**config.mk**
```make
export PLATFORM = sky130hd
export DESIGN_NAME = iaw_indirect_wake
export DESIGN_NICKNAME = d
export VERILOG_FILES = /design/src/pkg/iaw_pkg.sv /design/src/rtl/iaw_indirect_wake.sv
export SDC_FILE = /design/constraint.sdc
export NUM_CORES = 1
export LEC_CHECK = 0
export BUFFER_PORTS_ARGS = -buffer_cell sky130_fd_sc_hd__buf_4
export CORE_MARGIN = 2
export CORE_UTILIZATION = 30
export DETAILED_ROUTE_END_ITERATION = 7
export GPL_ROUTABILITY_DRIVEN = 1
export PLACE_DENSITY = 0.52
export RECOVER_POWER = 50
export SYNTH_ARGS = -nofsm -noshare
export SYNTH_HDL_FRONTEND = slang
export SYNTH_SLANG_ARGS = --single-unit
```
**constraint.sdc**
```tcl
create_clock -name clk_i -period 5.85 [get_ports clk_i]
set_input_delay 0.2925 -clock clk_i [delete_from_list [all_inputs] [get_ports clk_i]]
set_output_delay 0.2925 -clock clk_i [all_outputs]
set_load 0.01 [all_outputs]
```
**src/pkg/iaw_pkg.sv**
```systemverilog
// Constants and carriers for the indirect access / wake-event block.
// Assumes one byte-wide register port and a 250 MHz core clock.
package iaw_pkg;

	// Byte register addresses seen by the host
	localparam logic [7:0] IAW_ADDR_SEL   = 8'h6e; // Selection, 110
	localparam logic [7:0] IAW_ADDR_OFS   = 8'h6f; // Offset/trigger, 111
	localparam logic [7:0] IAW_ADDR_ENT0  = 8'h70; // Entry bits 71:64, 112
	localparam logic [7:0] IAW_ADDR_ENTN  = 8'h78; // Entry bits 7:0, 120
	localparam logic [7:0] IAW_ADDR_DATA  = 8'ha0; // Data window, 160

	// Selection register fields
	localparam int         IAW_SEL_SPACE_HI = 7;
	localparam int         IAW_SEL_SPACE_LO = 5;
	localparam int         IAW_SEL_RD_BIT   = 4;
	localparam logic [2:0] IAW_SPACE_WAKE   = 3'h4;
	localparam logic [5:0] IAW_SEL_TBL_RD   = 6'h06; // Bits 7:2 of 0x18
	localparam logic [7:0] IAW_SEL_RST      = 8'h00;
	localparam logic [7:0] IAW_OFS_RST      = 8'h00;

	// Wake-event register layout inside the offset space
	localparam logic [1:0] IAW_LOW_LANE     = 2'h3; // Offset 0x03 / 0x07
	localparam int         IAW_OFS_MASK_BIT = 2;    // Set for 0x04..0x07
	localparam int         IAW_CTRL_EN_BIT  = 1;
	localparam int         IAW_CTRL_POL_BIT = 0;
	localparam logic [1:0] IAW_CTRL_RST     = 2'h0;
	localparam int         IAW_PORTS        = 4;
	localparam logic       IAW_WAKE_O_RST   = 1'b1; // Active-low, idle

	// Table entry geometry
	localparam int         IAW_ENT_BYTES    = 9;
	localparam int         IAW_IDX_W        = 10;

	// Detect flags, masks and event inputs share one layout
	typedef struct packed {
		logic frame;   // Wake frame, bit 2
		logic link;    // Link-up, bit 1
		logic energy;  // Line energy, bit 0
	} iaw_ev_t;

	localparam iaw_ev_t    IAW_EV_RST = '{frame: 1'b0, link: 1'b0,
		energy: 1'b0};

	// Learned address table entry, bit 71 down to bit 0
	typedef struct packed {
		logic        table_empty; // 71
		logic [9:0]  valid_cnt;   // 70:61
		logic [1:0]  age_stamp;   // 60:59
		logic [2:0]  src_port;    // 58:56
		logic        not_ready;   // 55
		logic [6:0]  filter_id;   // 54:48
		logic [47:0] station;     // 47:0
	} iaw_entry_t;

	localparam iaw_entry_t IAW_ENTRY_RST = '{table_empty: 1'b1,
		valid_cnt: 10'h000, age_stamp: 2'h0, src_port: 3'h0,
		not_ready: 1'b0, filter_id: 7'h00, station: 48'h0};

endpackage : iaw_pkg

```
**src/rtl/iaw_indirect_wake.sv**
```systemverilog
// Indirect register access port: learned-table reads and wake-event block.
// Assumes a synchronous byte register port driven by the host logic,
// a table engine that answers one request with one ack, and event
// inputs that are one-cycle pulses in the core clock domain.
//
// Notes on behaviour
// - Entry index is selection low bits, offset
// - Entry bytes 71:64 at 112 down to 120
// - First two entry bytes carry valid count
// - Selection 100 picks wake space, port bits
// - Global bit 1 enables wake output
// - Global bit 0 sets wake output polarity
// - Port flags: frame, link-up, energy
// - Flags stay set until written one
// - Mask bit 2 gates wake frame
// - Mask bit 1 gates link-up
// - Mask bit 0 gates energy detect
// - Offset write starts the indirect read
// - Entry fields: empty, count, port, id, address
module iaw_indirect_wake
	import iaw_pkg::*;
(
	input  wire logic                  clk_i,
	input  wire logic                  srst_i,
	input  wire logic                  reg_wr_i,
	input  wire logic                  reg_rd_i,
	input  wire logic [7:0]            reg_addr_i,
	input  wire logic [7:0]            reg_wdata_i,
	output logic      [7:0]            reg_rdata_o,
	output logic                       tbl_req_o,
	output logic      [IAW_IDX_W-1:0]  tbl_idx_o,
	input  wire logic                  tbl_ack_i,
	input  wire iaw_entry_t            tbl_entry_i,
	input  wire iaw_ev_t [IAW_PORTS-1:0] wake_ev_i,
	output logic                       wake_o
);

	// Byte lane of a 32-bit word, offset 0 is the top byte
	function automatic logic [7:0] word_byte(
		input logic [31:0] w,
		input logic [1:0]  lane
	);
		logic [7:0] b;
		b = 8'h00;
		case (lane)
			2'h0: b = w[31:24];
			2'h1: b = w[23:16];
			2'h2: b = w[15:8];
			default: b = w[7:0];
		endcase
		return b;
	endfunction : word_byte

	// Entry byte by register distance from the first entry byte
	function automatic logic [7:0] entry_byte(
		input iaw_entry_t e,
		input logic [3:0] pos
	);
		logic [71:0] flat;
		logic [7:0]  b;
		flat = e;
		b    = 8'h00;
		case (pos)
			4'h0: b = flat[71:64];
			4'h1: b = flat[63:56];
			4'h2: b = flat[55:48];
			4'h3: b = flat[47:40];
			4'h4: b = flat[39:32];
			4'h5: b = flat[31:24];
			4'h6: b = flat[23:16];
			4'h7: b = flat[15:8];
			4'h8: b = flat[7:0];
			default: b = 8'h00;
		endcase
		return b;
	endfunction : entry_byte

	// State
	logic [7:0]           sel_r;
	logic [7:0]           ofs_r;
	logic [7:0]           data_r;
	logic [7:0]           rdata_r;
	logic [1:0]           ctrl_r;
	iaw_ev_t              st_r   [IAW_PORTS];
	iaw_ev_t              mask_r [IAW_PORTS];
	iaw_ev_t              st_nxt [IAW_PORTS];
	iaw_entry_t           entry_r;
	logic                 pend_r;
	logic                 req_r;
	logic [IAW_IDX_W-1:0] idx_r;
	logic                 wake_r;

	// Host access decode
	wire wr_sel  = reg_wr_i && (reg_addr_i == IAW_ADDR_SEL);
	wire wr_ofs  = reg_wr_i && (reg_addr_i == IAW_ADDR_OFS);
	wire wr_data = reg_wr_i && (reg_addr_i == IAW_ADDR_DATA);

	// Selection fields
	wire [2:0] sel_space = sel_r[IAW_SEL_SPACE_HI:IAW_SEL_SPACE_LO];
	wire       sel_rd    = sel_r[IAW_SEL_RD_BIT];
	wire [3:0] sel_port  = sel_r[3:0];
	wire       is_wake   = (sel_space == IAW_SPACE_WAKE);
	wire       is_tbl    = (sel_r[7:2] == IAW_SEL_TBL_RD);
	wire       port_glb  = (sel_port == 4'h0);
	wire       port_ok   = (sel_port >= 4'h1) &&
		(sel_port <= 4'(IAW_PORTS));
	wire [1:0] port_idx  = 2'(sel_port - 4'h1);

	// Trigger events on the offset write
	wire tbl_go = wr_ofs && is_tbl;
	wire wk_go  = wr_ofs && is_wake && sel_rd;
	wire [IAW_IDX_W-1:0] go_idx = {sel_r[1:0], reg_wdata_i};

	// Wake word addressed by selection and the new offset
	wire        new_mask = reg_wdata_i[IAW_OFS_MASK_BIT];
	wire        new_inrg = (reg_wdata_i[7:3] == 5'h00);
	wire [31:0] ctrl_w   = {30'h0, ctrl_r};
	wire [31:0] st_w     = {29'h0, st_r[port_idx]};
	wire [31:0] mask_w   = {29'h0, mask_r[port_idx]};
	wire [31:0] glb_w    = new_mask ? 32'h0 : ctrl_w;
	wire [31:0] prt_w    = new_mask ? mask_w : st_w;
	wire [31:0] wk_word  = port_glb ? glb_w :
		(port_ok ? prt_w : 32'h0);
	wire [7:0]  wk_byte  = new_inrg ?
		word_byte(wk_word, reg_wdata_i[1:0]) : 8'h00;

	// Writes land only in the low byte; upper bits are reserved
	wire wk_wr    = wr_data && is_wake && !sel_rd;
	wire low_lane = (ofs_r[7:3] == 5'h00) &&
		(ofs_r[1:0] == IAW_LOW_LANE);
	wire ofs_mask = ofs_r[IAW_OFS_MASK_BIT];
	wire ctrl_we  = wk_wr && port_glb && low_lane && !ofs_mask;
	wire st_we    = wk_wr && port_ok && low_lane && !ofs_mask;
	wire mask_we  = wk_wr && port_ok && low_lane && ofs_mask;
	wire iaw_ev_t wdata_ev = reg_wdata_i[2:0];

	// Read mux for the byte port; unmapped addresses read zero
	wire       rd_ent   = (reg_addr_i >= IAW_ADDR_ENT0) &&
		(reg_addr_i <= IAW_ADDR_ENTN);
	wire [3:0] ent_pos  = 4'(reg_addr_i - IAW_ADDR_ENT0);
	wire [7:0] rd_mux   =
		(reg_addr_i == IAW_ADDR_SEL)  ? sel_r :
		(reg_addr_i == IAW_ADDR_OFS)  ? ofs_r :
		(reg_addr_i == IAW_ADDR_DATA) ? data_r :
		rd_ent ? entry_byte(entry_r, ent_pos) : 8'h00;

	// Flag update: new event wins over a same-cycle clear
	genvar p;
	generate
		for (p = 0; p < IAW_PORTS; p++)
		begin : g_flag
			wire     hit = st_we && (port_idx == 2'(p));
			wire iaw_ev_t clr = hit ? wdata_ev : IAW_EV_RST;
			assign st_nxt[p] = (st_r[p] & ~clr) | wake_ev_i[p];
		end
	endgenerate

	// Any port with a flag whose mask bit is set
	logic wake_any;
	always_comb
	begin
		wake_any = 1'b0;
		for (int i = 0; i < IAW_PORTS; i++)
		begin
			wake_any = wake_any | (|(st_r[i] & mask_r[i]));
		end
	end

	// Level after enable, then shaped by polarity
	wire wake_lvl = ctrl_r[IAW_CTRL_EN_BIT] && wake_any;
	wire wake_nxt = ctrl_r[IAW_CTRL_POL_BIT] ? wake_lvl
		: !wake_lvl;

	// Selection and offset registers
	always_ff @(posedge clk_i)
	begin
		if (srst_i)
		begin
			sel_r <= IAW_SEL_RST;
			ofs_r <= IAW_OFS_RST;
		end
		else
		begin
			if (wr_sel)
				sel_r <= reg_wdata_i;
			if (wr_ofs)
				ofs_r <= reg_wdata_i;
		end
	end

	// Data window: latched read byte or last written byte
	always_ff @(posedge clk_i)
	begin
		if (srst_i)
			data_r <= 8'h00;
		else if (wk_go)
			data_r <= wk_byte;
		else if (wr_data)
			data_r <= reg_wdata_i;
	end

	// Global control bits
	always_ff @(posedge clk_i)
	begin
		if (srst_i)
			ctrl_r <= IAW_CTRL_RST;
		else if (ctrl_we)
			ctrl_r <= reg_wdata_i[1:0];
	end

	// Per-port detect flags and masks
	always_ff @(posedge clk_i)
	begin
		for (int i = 0; i < IAW_PORTS; i++)
		begin
			if (srst_i)
			begin
				st_r[i]   <= IAW_EV_RST;
				mask_r[i] <= IAW_EV_RST;
			end
			else
			begin
				st_r[i] <= st_nxt[i];
				if (mask_we && (port_idx == 2'(i)))
					mask_r[i] <= wdata_ev;
			end
		end
	end

	// Table request: entry shows not-ready until the engine answers.
	// A new trigger while one is pending restarts; the next ack wins.
	always_ff @(posedge clk_i)
	begin
		if (srst_i)
		begin
			entry_r <= IAW_ENTRY_RST;
			pend_r  <= 1'b0;
			req_r   <= 1'b0;
			idx_r   <= '0;
		end
		else
		begin
			req_r <= tbl_go;
			if (tbl_go)
			begin
				pend_r            <= 1'b1;
				idx_r             <= go_idx;
				entry_r.not_ready <= 1'b1;
			end
			else if (pend_r && tbl_ack_i)
			begin
				pend_r  <= 1'b0;
				entry_r <= tbl_entry_i;
			end
		end
	end

	// Read data one cycle after the read strobe
	always_ff @(posedge clk_i)
	begin
		if (srst_i)
			rdata_r <= 8'h00;
		else if (reg_rd_i)
			rdata_r <= rd_mux;
	end

	// Registered wake pin, inactive-high out of reset
	always_ff @(posedge clk_i)
	begin
		if (srst_i)
			wake_r <= IAW_WAKE_O_RST;
		else
			wake_r <= wake_nxt;
	end

	assign reg_rdata_o = rdata_r;
	assign tbl_req_o   = req_r;
	assign tbl_idx_o   = idx_r;
	assign wake_o      = wake_r;

endmodule : iaw_indirect_wake

```
======== Yosys cells after proc, flatten, opt, wreduce, memory -nomap -nowiden ========
Memory sizes are Yosys's and may differ from the RTL's.
Cells that the tools add are included.
cells by class
  bitwise gates (word level) .............. 28
  add/sub/neg operators ................... 2
  reduce and logical (&&, ||, !) cells .... 44
  eq/ne operators ......................... 19
  muxes and demuxes ....................... 45
  order comparisons ....................... 4
operators with widths
  operator                                                         count
  case mux 8 bit (9 select lines)                                  1
  two-way mux 56 bit                                               1
  two-way mux 8 bit                                                7
  two-way mux 3 bit                                                15
  logical AND 1 bit                                                28
  bitwise AND 3 bit                                                8
  two-way mux 1 bit                                                19
  equality test 4 x 3 -> 1 bit (second input constant)             4
  equality test 8 x 7 -> 1 bit (second input constant)             2
  inverter 3 bit                                                   4
  bitwise OR 3 bit                                                 4
  OR reduction 3 bit                                               4
  bitwise OR 1 bit                                                 11
  logical NOT 5 bit                                                2
  case mux 3 bit (3 select lines)                                  1
  equality test 2 bit (second input constant)                      4
  equality test 4 x 2 -> 1 bit (second input constant)             2
  equality test 8 bit (second input constant)                      1
  >= comparator 8 x 7 -> 1 bit (second input constant)             1
  less-or-equal comparator 8 x 7 -> 1 bit (second input constant)  1
  logical NOT 4 bit                                                2
  equality test 6 x 3 -> 1 bit (second input constant)             1
  equality test 2 x 1 -> 1 bit (second input constant)             2
  equality test 4 x 1 -> 1 bit (second input constant)             1
  12 further kinds                                                 16
word-level totals
  register bits after elaboration ......... 119
  memories ................................ 2
  word-level logic and storage cells ...... 160
  input port bits ......................... 105
  output and inout port bits .............. 20
  memory bits (writable) .................. 24
memory list
  name    depth  bits a word  read ports  clocked after memory_dff  wr ports  RTL line                 text
  mask_r  4      3            5           0                         4         iaw_indirect_wake.sv:85  iaw_ev_t mask_r [IAW_PORTS];
  st_r    4      3            5           0                         4         iaw_indirect_wake.sv:84  iaw_ev_t st_r [IAW_PORTS];

======== Logic depth before layout (Yosys ltp) ========
  word-level depth ........................ 13
  gate-level depth with buffers ........... 10

======== Worst setup path after synthesis ========
No wires, ideal clock.
  path kind ............................... flip-flop to flip-flop
  start ................................... register sel_r[0]
  end ..................................... register ctrl_r[1]
  cell stages (with the launch flop) ...... 10
  required time ........................... 5.722 ns
  slack ................................... 3.867 ns
  data arrival time ....................... 1.856 ns
  period minus slack after synthesis ...... 1.983 ns
  buffers on the path ..................... 2
  cell sequence ........................... dfxtp_1 > buf_6 > inv_1 > ha_1 > buf_2 > or3b_1 > nor2_1 > nor4b_4 > mux2i_1 > nor2_1
between the ends
  cells in the longest elaborated chain, start to end .. 4
ends and longest elaborated chain
  item                            RTL line                  text
  start, declared                 iaw_indirect_wake.sv:79   logic [7:0] sel_r;
  start signal, assigned          iaw_indirect_wake.sv:185  sel_r <= reg_wdata_i;
  logical NOT 4 bit               iaw_indirect_wake.sv:104  wire port_glb = (sel_port == 4'h0);
  logical AND 1 bit (3 in a row)  iaw_indirect_wake.sv:132  wire ctrl_we = wk_wr && port_glb && low_lane && !ofs_mask;
  end signal, assigned            iaw_indirect_wake.sv:208  ctrl_r <= reg_wdata_i[1:0];
  end, declared                   iaw_indirect_wake.sv:83   logic [1:0] ctrl_r;
No other way between the ends.
A chain may end at the register's enable or synchronous reset.

======== Final worst setup path ========
  start ................................... input port reg_addr_i[0]
  end ..................................... register entry_r[36] (netlist name)
between the ends
  cells in the longest elaborated chain, start to end .. 5
ends and longest elaborated chain
  item                           RTL line                  text
  start, declared                iaw_indirect_wake.sv:27   input wire logic [7:0] reg_addr_i,
  equality test 8 x 7 -> 1 bit   iaw_indirect_wake.sv:95   wire wr_ofs = reg_wr_i && (reg_addr_i == IAW_ADDR_OFS);
  logical AND 1 bit              iaw_indirect_wake.sv:95
  logical AND 1 bit              iaw_indirect_wake.sv:110  wire tbl_go = wr_ofs && is_tbl;
  inverter 1 bit (no line)       -
  AND reduction 2 bit (no line)  -
  end signal, assigned           iaw_indirect_wake.sv:253  entry_r <= tbl_entry_i;
  end, declared                  iaw_indirect_wake.sv:87   iaw_entry_t entry_r;
No other way between the ends.

==> results.yml <==
status:
  status: "finished, violations left"
  violations: "max-capacitance violations, max-slew violations"
finish:
  n_antenna_cell: 0
  areaGrowthSynthToFinish_pct: 22.47
  final_cell_mix: "nand2_1, dfxtp_1, a21oi_1"
  fill_cells: 2331
  nets: 996
  stdcell_area_um2: 8353
  drive_above_1_share_pct: 18.67
  layout_commonest_cell: "nand2_1"
  postLayoutCoreUtil_pct: 37.12
synthesis:
  synth-edff-count: 12
  synth_top_area_cell: "dfxtp_1"
  synth_cell_type_count: 71
  synth-async-reset-ratio_pct: 0
  ys_top_cells_by_area: "dfxtp_1, nand2_1, a21oi_1"
  syn_area_per_cell_um2: 8.525
  ys_seq_area_share_pct: 43.74
  yosysWarnings: 0
  synth_top_flop_cell: "dfxtp_1"
  netlist_area_um2: 6820
  syn-instance-count: 800
  syn-num-nets: 909
  synth_top_area_share_pct: 38.45
  synth_seq_cells: 143
place:
  placed_area_um2: 7807
  io_buffers: 124
  dpl.hpwl_um: 14720
  place.gp.congestion: 0.7923
timing:
  hold_viol_final: 0
  fin_crit_sh_pct: 64.10
  setup_viol: 0
  fin_crit_ps: 3750
  fin_skew_ps: 9.903
  relSlewSlack_pct: -19.62
  worstMarginPinSlew_ps: 1794
  slew_viol_final: 32
  fin_setup_tns_ps: 0
  whs_ps: 84.54
  rsz0062_at_grt: "false"
  max_freq_mhz: 266.7
cts:
  root_buffer: "clkbuf_16"
  clockBufferDepth: 2
  cts_sinks: 143
  cts_tree: "built"
  clkTransAtPathRegs_ps: 60
  ctsHtreeMaxLevel: 4
  cts_made_buffers: 17
  cts_resized: 0
  cts_hold_buffers: 0
  clock_latency_ps: 430
  cts_setup_buffers: 0
setup_path:
  cp_max_fo: 71
  critPathKind: "input port to flip-flop"
  cp.required_ps: 6210
  worstPathArrival_ps: 4110
  start_kind: "input port"
  worst_setup_path_end_kind: "flip-flop"
routing:
  ant_nets: 0
  vias: 6079
  drt_iter0_drc: 476
  drc: 0
  via_per_inst: 5.130
  drt_wl_total_um: 21220
  dr.pass1.iters: 5
  wl_per_cell_um: 17.91
floorplanning:
  num_rows: 55
  floorplan.initialDensity_pct: 30.31
  die_h_um: 154.8
  die_w_um: 154.8
  core_um2: 22500
  ios: 125
  die-area_um2: 23960
global_route:
  track_usage_pct: 17.84
  antenna_found_initial: 0
  overflow: 0
  grt_start_max_net_pins: 75
  grt_pass1_vias: 5848
  grt_pass1_wl_um: 32950
run:
  maxCapViolCount: 1
power_and_ir_drop:
  power_density_nw_per_um2: 280.7
  power_leakage_nw: 3.082
  finalPower_mw: 2.345
  vdd_ir_drop_max_mv: 0.1670
hold_path:
  hp-class: "input port to flip-flop"
-- synth_stat cells, types with 3 or more instances --
| cell | n |
|---|---|
| nand2_1 | 190 |
| dfxtp_1 | 131 |
| a21oi_1 | 107 |
| nor2_1 | 31 |
| mux2i_1 | 25 |
| clkbuf_1 | 23 |
| nand3_1 | 20 |
| o21ai_0 | 20 |
| buf_2 | 17 |
| inv_1 | 16 |
| a22oi_1 | 14 |
| and2_1 | 14 |
| edfxtp_1 | 12 |
| nor3_1 | 12 |
| mux2_2 | 11 |
| buf_4 | 10 |
| and3_1 | 9 |
| nor2b_1 | 9 |
| a31oi_1 | 8 |
| a221oi_1 | 7 |
| buf_6 | 7 |
| a211oi_1 | 6 |
| nand2b_1 | 6 |
| o221ai_1 | 5 |
| a211o_1 | 4 |
| a21o_1 | 4 |
| a311oi_1 | 4 |
| ha_1 | 4 |
| mux4_1 | 4 |
| nand3b_1 | 4 |
| nor3b_2 | 4 |
| a22o_1 | 3 |
| nor4bb_1 | 3 |
| o21ai_1 | 3 |
| o21bai_1 | 3 |
| o22ai_1 | 3 |
| o32ai_1 | 3 |
-- power breakdown --
| part | switching, mW | internal (mW) | total [mW] |
|---|---|---|---|
| Clock | 0.459 | 0.732 | 1.19 |
| Sequential | 0.00954 | 0.998 | 1.01 |
| Combinational | 0.0769 | 0.0686 | 0.146 |
| Total | 0.546 | 1.80 | 2.34 |
-- flip-flops by register name, indices dropped and copies added, names as in the netlist --
register / cells
st_r: 12
pend_r: 1
sel_r: 8
tbl_idx_o: 10
mask_r: 12
entry_r: 72
data_r: 8
wake_o: 1
tbl_req_o: 1
reg_rdata_o: 8
ofs_r: 8
ctrl_r: 2
-- layout make-up --
cell class / instances / area (um^2) / area share (%)
clock buffers: 18 / 439.2 / 5.258
clock inverters: 14 / 198.9 / 2.382
inverters: 17 / 63.81 / 0.7639
flip-flops and latches: 143 / 2983 / 35.71
multi-input cells: 581 / 3440 / 41.18
repair buffers: 127 / 872.1 / 10.44
well taps: 285 / 356.6 / 4.269
-- per-layer routing --
| layer | vias up | global-route usage, % | routed length (um) |
|---|---|---|---|
| met5 | - | 0 | 0 |
| met4 | 0 | 4.453 | 189 |
| met3 | 20 | 3.699 | 1050 |
| met2 | 175 | 29.23 | 10290 |
| met1 | 2895 | 24.07 | 9688 |
| li1 | 2989 | - | - |
-- critical path: stages --
cell and delay [ps]:
clkbuf_1 1260, and2_0 490, nand3_1 360, o21bai_4 220, clkbuf_2 1090, nand2_1 140
a21oi_1 180
-- cells by family after synthesis --
group	count (synthesis)	share of synthesized area (%)
and+or+nand+nor	328	23.37
buffers and inverters	76	5.834
muxes	43	7.852
xor gates and xnor gates	1	0.1284
adders and majority gates	4	0.7338
DFF	143	43.74
AOI/OAI and AO/OA	205	18.35
-- stage by stage --
| stage | setup slack, ps | instances |
|---|---|---|
| finish | 2100 | 1185 |
| global route | 1679 | 1185 |
| CTS | 3264 | 1185 |
| detailed placement | 3167 | 1153 |
| global placement | 3178 | 1153 |
| floorplan | 3867 | 800 |
-- worst paths after layout --
check                  start           to  slack, ps  depth (start not counted)
max reg2reg         sel_r[5]  entry_r[36]       2900                          6
min reg2reg      entry_r[12]  entry_r[12]        450                          2
max            reg_addr_i[0]  entry_r[36]       2100                          7
min          tbl_entry_i[71]  entry_r[71]         80                          3
Note: power is estimated with default switching activity, not from simulation.
